[src/rtl/pcdl_pkg.sv]
package pcdl_pkg;
   // ==========================================================
   // register port
   localparam int            ADDR_W        = 5;
   localparam int            DATA_W        = 16;
   localparam logic [4:0]    REG_CTRL      = 5'h00;
   localparam logic [4:0]    REG_MODE      = 5'h11;
   localparam logic [4:0]    REG_TDR       = 5'h19;
   localparam logic [4:0]    REG_CABLE     = 5'h1a;
   localparam logic [4:0]    REG_PAIR      = 5'h1b;
   // ==========================================================
   // field positions
   localparam int            CTRL_LOOP_BIT = 14;
   localparam int            CTRL_ISO_BIT  = 10;
   localparam int            MODE_FAR_BIT  = 9;
   localparam int            PAIR_SEL_BIT  = 15;
   localparam int            PAIR_AOFF_BIT = 13;
   localparam int            TDR_EN_BIT    = 15;
   localparam int            TDR_DONE_BIT  = 14;
   localparam int            TDR_ECHO_BIT  = 13;
   localparam int            TDR_LEN_LSB   = 0;
   localparam int            TDR_LEN_W     = 8;
   localparam int            CABLE_CODE_LSB = 12;
   localparam int            CABLE_M_LSB   = 0;
   localparam int            CODE_W        = 4;
   localparam int            METER_W       = 8;
   // ==========================================================
   // timing
   localparam int            CLK_PERIOD_NS = 50;
   localparam int            TDR_PULSE_NS  = 100;
   localparam int            TDR_LISTEN_NS = 12750;
   localparam int            TDR_PULSE_CYC = (TDR_PULSE_NS + CLK_PERIOD_NS - 1) / CLK_PERIOD_NS;
   localparam int            TDR_LISTEN_CYC = TDR_LISTEN_NS / CLK_PERIOD_NS;
   localparam int            LOOP_DEPTH    = 3;
   // ==========================================================
   // matched cable lookup, metres
   localparam logic [7:0]    CABLE_M_TABLE [0:15] = '{8'h00, 8'h00, 8'h00, 8'h00, 8'h06, 8'h11, 8'h1b, 8'h26,
                                                     8'h31, 8'h3b, 8'h46, 8'h51, 8'h5b, 8'h66, 8'h71, 8'h7b};
   localparam logic [3:0]    CODE_ZERO_MAX = 4'h3;
   // ==========================================================
   // types
   typedef enum logic [1:0] {
      PCDL_IDLE   = 2'b00,
      PCDL_PULSE  = 2'b01,
      PCDL_LISTEN = 2'b11,
      PCDL_DONE   = 2'b10
   } pcdl_tdr_state_t;

   typedef struct packed {
      logic       valid;
      logic [1:0] data;
   } pcdl_sym_t;
endpackage

[src/rtl/pcdl_len_lut.sv]
`timescale 1ns/1ps
module pcdl_len_lut
   import pcdl_pkg::*;
(
   input  wire logic               clk,
   input  wire logic               rst_n,
   input  wire logic [CODE_W-1:0]  code,
   output logic      [METER_W-1:0] meters
);
   logic [METER_W-1:0] meters_reg;
   logic [METER_W-1:0] meters_next;

   always_comb begin
      meters_next = CABLE_M_TABLE[code];
   end

   always_ff @(posedge clk or negedge rst_n) begin
      if (!rst_n) begin
         meters_reg <= '0;
      end else begin
         meters_reg <= meters_next;
      end
   end

   assign meters = meters_reg;
endmodule // pcdl_len_lut

[src/rtl/pcdl_top.sv]
// Design decisions made here: the register addresses and the plain strobed port.
`timescale 1ns/1ps
module pcdl_top
   import pcdl_pkg::*;
#(
   parameter int NEAR_DEPTH = LOOP_DEPTH
)(
   input  wire logic              clk,
   input  wire logic              rst_n,
   input  wire logic [ADDR_W-1:0] regAddr,
   input  wire logic [DATA_W-1:0] regWdata,
   input  wire logic              regWrite,
   input  wire logic              regRead,
   output logic      [DATA_W-1:0] regRdata,
   input  wire pcdl_sym_t         macTx,
   output pcdl_sym_t              macRx,
   input  wire pcdl_sym_t         lineRx,
   output pcdl_sym_t              lineTx,
   output logic                   txPowerUp,
   input  wire logic              mdixStatus,
   input  wire logic              reflectIn,
   output logic                   tdrPulse,
   output logic                   pulseOnRxPair,
   output logic                   forceLinkDown,
   input  wire logic [CODE_W-1:0] matchedLengthCode
);
   // ==========================================================
   // register decode
   function automatic logic regHit(input logic [ADDR_W-1:0] a, input logic [ADDR_W-1:0] off,
                                   input logic strobe);
      regHit = strobe && (a == off);
   endfunction

   localparam logic [TDR_LEN_W-1:0] LISTEN_LAST = TDR_LEN_W'(TDR_LISTEN_CYC - 1);
   localparam logic [TDR_LEN_W-1:0] PULSE_LAST  = TDR_LEN_W'(TDR_PULSE_CYC - 1);

   logic                  nearLoop_reg,  nearLoop_next;
   logic                  isolate_reg,   isolate_next;
   logic                  farLoop_reg,   farLoop_next;
   logic                  pairSel_reg,   pairSel_next;
   logic                  autoOff_reg,   autoOff_next;
   logic                  tdrDone_reg,   tdrDone_next;
   logic                  tdrEcho_reg,   tdrEcho_next;
   logic [TDR_LEN_W-1:0]  tdrLen_reg,    tdrLen_next;
   logic [TDR_LEN_W-1:0]  cnt_reg,       cnt_next;
   pcdl_tdr_state_t       state_reg,     state_next;
   logic [DATA_W-1:0]     rdata_reg,     rdata_next;
   logic                  reflSync1_reg, reflSync2_reg, reflPrev_reg;
   logic                  reflEdge;
   logic                  crossover;
   logic                  tdrBusy;
   logic [METER_W-1:0]    cableMeters;

   // ==========================================================
   // reflection input synchroniser
   always_ff @(posedge clk or negedge rst_n) begin
      if (!rst_n) begin
         reflSync1_reg <= 1'b0;
         reflSync2_reg <= 1'b0;
         reflPrev_reg  <= 1'b0;
      end else begin
         reflSync1_reg <= reflectIn;
         reflSync2_reg <= reflSync1_reg;
         reflPrev_reg  <= reflSync2_reg;
      end
   end

   assign reflEdge  = reflSync2_reg && !reflPrev_reg;
   assign crossover = autoOff_reg ? pairSel_reg : mdixStatus;
   assign tdrBusy   = (state_reg == PCDL_PULSE) || (state_reg == PCDL_LISTEN);

   // ==========================================================
   // registers and reflectometry sequencer
   always_comb begin
      nearLoop_next = nearLoop_reg;
      isolate_next  = isolate_reg;
      farLoop_next  = farLoop_reg;
      pairSel_next  = pairSel_reg;
      autoOff_next  = autoOff_reg;
      tdrDone_next  = tdrDone_reg;
      tdrEcho_next  = tdrEcho_reg;
      tdrLen_next   = tdrLen_reg;
      cnt_next      = cnt_reg;
      state_next    = state_reg;
      if (regHit(regAddr, REG_CTRL, regWrite)) begin
         nearLoop_next = regWdata[CTRL_LOOP_BIT];
         isolate_next  = regWdata[CTRL_ISO_BIT];
      end
      if (regHit(regAddr, REG_MODE, regWrite)) begin
         farLoop_next = regWdata[MODE_FAR_BIT];
      end
      if (regHit(regAddr, REG_PAIR, regWrite)) begin
         pairSel_next = regWdata[PAIR_SEL_BIT];
         autoOff_next = regWdata[PAIR_AOFF_BIT];
      end
      unique case (state_reg)
         PCDL_IDLE, PCDL_DONE: begin
            if (regHit(regAddr, REG_TDR, regWrite) && regWdata[TDR_EN_BIT]) begin
               state_next   = PCDL_PULSE;
               cnt_next     = '0;
               tdrDone_next = 1'b0;
               tdrEcho_next = 1'b0;
            end
         end
         PCDL_PULSE: begin
            cnt_next = cnt_reg + 1'b1;
            if (cnt_reg == PULSE_LAST) begin
               state_next = PCDL_LISTEN;
               cnt_next   = '0;
            end
         end
         PCDL_LISTEN: begin
            cnt_next = cnt_reg + 1'b1;
            if (reflEdge) begin
               tdrLen_next  = cnt_reg;
               tdrEcho_next = 1'b1;
               tdrDone_next = 1'b1;
               state_next   = PCDL_DONE;
            end else if (cnt_reg == LISTEN_LAST) begin
               tdrLen_next  = '0;
               tdrDone_next = 1'b1;
               state_next   = PCDL_DONE;
            end
         end
      endcase
   end

   always_ff @(posedge clk or negedge rst_n) begin
      if (!rst_n) begin
         nearLoop_reg <= 1'b0;
         isolate_reg  <= 1'b0;
         farLoop_reg  <= 1'b0;
         pairSel_reg  <= 1'b0;
         autoOff_reg  <= 1'b0;
         tdrDone_reg  <= 1'b0;
         tdrEcho_reg  <= 1'b0;
         tdrLen_reg   <= '0;
         cnt_reg      <= '0;
         state_reg    <= PCDL_IDLE;
      end else begin
         nearLoop_reg <= nearLoop_next;
         isolate_reg  <= isolate_next;
         farLoop_reg  <= farLoop_next;
         pairSel_reg  <= pairSel_next;
         autoOff_reg  <= autoOff_next;
         tdrDone_reg  <= tdrDone_next;
         tdrEcho_reg  <= tdrEcho_next;
         tdrLen_reg   <= tdrLen_next;
         cnt_reg      <= cnt_next;
         state_reg    <= state_next;
      end
   end

   assign tdrPulse      = (state_reg == PCDL_PULSE);
   assign pulseOnRxPair = crossover;
   assign forceLinkDown = tdrBusy;

   // ==========================================================
   // read port
   always_comb begin
      rdata_next = '0;
      if (regRead) begin
         unique case (regAddr)
            REG_CTRL: begin
               rdata_next[CTRL_LOOP_BIT] = nearLoop_reg;
               rdata_next[CTRL_ISO_BIT]  = isolate_reg;
            end
            REG_MODE: begin
               rdata_next[MODE_FAR_BIT] = farLoop_reg;
            end
            REG_PAIR: begin
               rdata_next[PAIR_SEL_BIT]  = pairSel_reg;
               rdata_next[PAIR_AOFF_BIT] = autoOff_reg;
            end
            REG_TDR: begin
               rdata_next[TDR_EN_BIT]                          = tdrBusy;
               rdata_next[TDR_DONE_BIT]                        = tdrDone_reg;
               rdata_next[TDR_ECHO_BIT]                        = tdrEcho_reg;
               rdata_next[TDR_LEN_LSB +: TDR_LEN_W]            = tdrLen_reg;
            end
            REG_CABLE: begin
               rdata_next[CABLE_CODE_LSB +: CODE_W] = matchedLengthCode;
               rdata_next[CABLE_M_LSB +: METER_W]   = cableMeters;
            end
            default: begin
               rdata_next = '0;
            end
         endcase
      end
   end

   always_ff @(posedge clk or negedge rst_n) begin
      if (!rst_n) begin
         rdata_reg <= '0;
      end else begin
         rdata_reg <= rdata_next;
      end
   end

   assign regRdata = rdata_reg;

   pcdl_len_lut u_len_lut (
      .clk    (clk),
      .rst_n  (rst_n),
      .code   (matchedLengthCode),
      .meters (cableMeters)
   );

   // ==========================================================
   // near-end loop pipeline through coding stages
   pcdl_sym_t stage_reg [NEAR_DEPTH];

   genvar gi;
   generate
      for (gi = 0; gi < NEAR_DEPTH; gi++) begin : g_stage
         always_ff @(posedge clk or negedge rst_n) begin
            if (!rst_n) begin
               stage_reg[gi] <= '0;
            end else if (gi == 0) begin
               stage_reg[gi] <= macTx;
            end else begin
               stage_reg[gi] <= stage_reg[(gi == 0) ? 0 : gi - 1];
            end
         end
      end
   endgenerate

   // ==========================================================
   // data path
   pcdl_sym_t macRx_reg,  macRx_next;
   pcdl_sym_t lineTx_reg, lineTx_next;
   logic      txPower_reg, txPower_next;

   always_comb begin
      macRx_next   = '0;
      lineTx_next  = '0;
      txPower_next = !nearLoop_reg;
      if (farLoop_reg) begin
         lineTx_next = lineRx;
         macRx_next  = '0;
      end else if (nearLoop_reg) begin
         macRx_next = isolate_reg ? '0 : stage_reg[NEAR_DEPTH-1];
      end else if (!isolate_reg && !tdrBusy) begin
         lineTx_next = macTx;
         macRx_next  = lineRx;
      end
   end

   always_ff @(posedge clk or negedge rst_n) begin
      if (!rst_n) begin
         macRx_reg   <= '0;
         lineTx_reg  <= '0;
         txPower_reg <= 1'b0;
      end else begin
         macRx_reg   <= macRx_next;
         lineTx_reg  <= lineTx_next;
         txPower_reg <= txPower_next;
      end
   end

   assign macRx     = macRx_reg;
   assign lineTx    = lineTx_reg;
   assign txPowerUp = txPower_reg;

   // ==========================================================
   // checks
   logic nearOnly;
   logic plainPath;
   assign nearOnly  = nearLoop_reg && !farLoop_reg && !isolate_reg;
   assign plainPath = !nearLoop_reg && !farLoop_reg && !isolate_reg && !tdrBusy;
endmodule // pcdl_top

[config.mk]
export PLATFORM = sky130hd
export DESIGN_NAME = pcdl_top
export DESIGN_NICKNAME = d
export VERILOG_FILES = /design/src/rtl/pcdl_pkg.sv /design/src/rtl/pcdl_len_lut.sv /design/src/rtl/pcdl_top.sv
export SDC_FILE = /design/constraint.sdc
export NUM_CORES = 1
export LEC_CHECK = 0
export ABC_CLOCK_PERIOD_IN_PS = 1560
export BUFFER_PORTS_ARGS = -buffer_cell sky130_fd_sc_hd__buf_2
export CAP_MARGIN = 30
export CORE_ASPECT_RATIO = 0.75
export CORE_MARGIN = 2
export CORE_UTILIZATION = 35
export CTS_CLUSTER_DIAMETER = 120
export DETAILED_ROUTE_END_ITERATION = 6
export SLEW_MARGIN = 0
export SYNTH_ARGS = -nofsm -noshare
export SYNTH_HDL_FRONTEND = slang
export SYNTH_SLANG_ARGS = --single-unit
export TNS_END_PERCENT = 5
[constraint.sdc]
create_clock -name clk -period 1.56 [get_ports clk]
set_input_delay 0.234 -clock clk [delete_from_list [all_inputs] [get_ports clk]]
set_output_delay 0.234 -clock clk [all_outputs]
set_load 0.05 [all_outputs]
==> results.yml <==
outcome:
  outcome: "completed"
clock_tree:
  clock-sinks: 64
  cts-root-buf: "clkbuf_8"
  post_cts_buffers: 0
  cts_tree: "built"
  clock_path_buffers: 2
  clock_latency_ns: 0.34
  cts.clk_slew.worst_paths_ns: 0.06
  htree_levels: 3
  numCtsBuffers: 9
sta:
  slew_headroom_pct: 65.78
  finalCriticalPeriod_ns: 1.516
  fin_crit_sh_pct: 97.19
  finalMaxSlewViolations: 0
  skew_ns: 0.007829
  timing.final.ws_setup_ns: 0.04380
  rsz0062_at_grt: "false"
  fmax_mhz: 659.5
  worstMarginPinSlew_ns: 0.5094
  timing.hold.ws_ns: 0.1232
  hold_viol: 0
  setup_violations: 0
  finalSetupTns_ns: 0
floorplan:
  core_um2: 7466
  ioPinCount: 63
  start_util_pct: 36.72
  fp.dieH_um: 80.65
  dieWidth_um: 106.2
  die_area_um2: 8564
  row_count: 27
route:
  drc: 0
  num_vias: 1947
  drt_iter0_markers: 104
  wl_per_cell_um: 14.03
  via_per_inst: 4.855
  first_pass_iters: 4
  routed_wl_um: 5628
  antenna_left: 0
layout:
  antenna_cells: 0
  layout-drive-gt1-share_pct: 36.00
  fillerInstances: 696
  stdcell_count: 401
  largest_reg_flops: 14
  syn_to_final_growth_pct: 25.60
  fin_nets: 340
worst_setup_path:
  crit_chain: "mux2_2, buf_2"
  crit_path_max_incr_delay_ns: 0.39
  worstReg2RegStart: "cnt_reg[0]"
  critPathSlowestCell: "dfrtp_1"
  cp-start-kind: "flop"
  arrival_ns: 1.28
  path_max_fanout: 3
  required_ns: 1.33
  r2r_cells: 5
  r2r_end: "cnt_reg[3]"
  worstSetupPathType: "flop to output port"
  rrSetupSlack_ns: 0.08
  startpoint: "autoOff_reg"
  endpoint_kind: "output port"
worst_hold_path:
  hold_start: "regWdata[9]"
  hold_path_depth: 2
  hold_class: "primary input to flop"
  hold_end: "farLoop_reg"
power:
  leakagePower_nw: 1.680
  power.total_w: 0.004791
  powerDensity_nw_per_um2: 1391
  vdd_drop_max_v: 0.0005950
global_route:
  overflow: 0
  grt_pass1_wl_um: 9763
  antenna_found_initial: 0
  grt_pass1_vias: 1930
  grt.total_usage_pct: 15.07
  grt_max_degree: 65
synth:
  yosys-top-cells-area: "dfrtp_1, a22o_1, ha_1, nand2_1, o21ai_0"
  yosysWarnings: 0
  async_flop_share_pct: 100.0
  synth-edff-count: 0
  synth.most_common_cell: "dfrtp_1"
  netlist.top_cell.by_area: "dfrtp_1"
  synthDistinctLibCells: 50
  synth_cells: 227
  synth_top_area_share_pct: 58.42
  synth.ff_latch_count: 64
  ys_top_cells_by_count: "dfrtp_1, nand2_1, a22o_1"
  synth-main-ff-cell: "dfrtp_1"
  avgSynthCellArea_um2: 12.08
  synth.cell_area_um2: 2741
  ys_seq_area_share_pct: 58.42
place:
  pre_cts_ws_ns: 0.02124
  routabilityCongestion: 0.8001
  placed_cells: 380
  io_buffers: 49
  hpwlAfterDp_um: 4053
job:
  maxCapViolations: 0
-- cell families after synthesis --
| group | after synthesis | synth area share, % |
|---|---|---|
| adders and majority gates | 8 | 3.651 |
| buffers and inverters | 22 | 3.651 |
| DFF | 64 | 58.42 |
| and+or+nand+nor | 71 | 15.79 |
| xor gates and xnor gates | 1 | 0.3195 |
| other | 1 | 0.1368 |
| AOI/OAI and AO/OA | 50 | 13.78 |
| muxes | 10 | 4.245 |
-- layer usage --
metal | track usage, % | vias to the layer above | routed length (µm)
met4 | 6.447 | 0 | 110
met5 | 0 | - | 0
li1 | - | 943 | -
met2 | 20.45 | 59 | 2377
met1 | 21.64 | 933 | 2807
met3 | 5.114 | 12 | 332
-- power breakdown --
group	internal, W	total, W	switching [W]
Clock	0.000778	0.00141	0.000627
Sequential	0.00196	0.00223	0.000268
Combinational	0.000474	0.00116	0.000686
Total	0.00321	0.00479	0.00158
-- timing repair --
action / in CTS / in global routing
gates resized for setup: 0 / 9
hold buffers: 4 / 1
hold endpoints to repair: 67 / 1
setup endpoints to repair: 0 / 17
-- final cells by class --
| cell class | instances | area [µm²] | share of cell area [%] |
|---|---|---|---|
| sequential | 64 | 1604 | 46.58 |
| timing repair buffer | 67 | 407.9 | 11.85 |
| tap | 101 | 126.4 | 3.670 |
| inverter | 11 | 41.29 | 1.199 |
| clock buffer | 11 | 141.4 | 4.106 |
| multi-input combinational | 142 | 1066 | 30.96 |
| clock inverter | 5 | 56.30 | 1.635 |
-- metrics by stage --
step	util [%]	area [µm²]
final	46.12	3443
after global routing	46.12	3443
after global placement	42.43	3168
after floorplan	-	2745
after CTS	45.62	3406
after detailed placement	42.43	3168
-- layout by cell type, fill, tap and decap left out, types with 3 or more instances in the layout --
| cell | Yosys | final |
|---|---|---|
| dlygate4sd3_1 | 0 | 5 |
| buf_4 | 2 | 13 |
| ha_1 | 8 | 8 |
| a22oi_1 | 6 | 6 |
| o21ai_0 | 12 | 12 |
| nand2_1 | 22 | 22 |
| mux2_2 | 5 | 5 |
| buf_2 | 1 | 48 |
| a22o_1 | 16 | 16 |
| and2_1 | 3 | 3 |
| nand4_1 | 3 | 3 |
| nor2_1 | 6 | 6 |
| and3_2 | 3 | 3 |
| dfrtp_1 | 64 | 62 |
| nand3_1 | 10 | 9 |
| mux2i_1 | 3 | 3 |
| inv_1 | 11 | 10 |
| and3_1 | 3 | 3 |
| nor3_1 | 4 | 3 |
| clkbuf_8 | 0 | 10 |
-- how the worst max path moves through the flow --
stage                          endpoint  slack [ns]  cells past startpoint
after floorplan              cnt_reg[3]        0.13                      5
after global placement    tdrLen_reg[4]        0.03                      6
after detailed placement  tdrLen_reg[1]        0.02                      6
after CTS                 tdrLen_reg[1]      0.0002                      6
after global routing      pulseOnRxPair      0.0005                      2
final                     pulseOnRxPair        0.04                      2
-- critical path: cells and delay by family, from the launching register on --
| kind | cells | cell delay [ns] |
|---|---|---|
| buffers and inverters | 1 | 0.21 |
| DFF | 1 | 0.39 |
| muxes | 1 | 0.35 |
No activity file was read; power rests on OpenSTA's default activity.
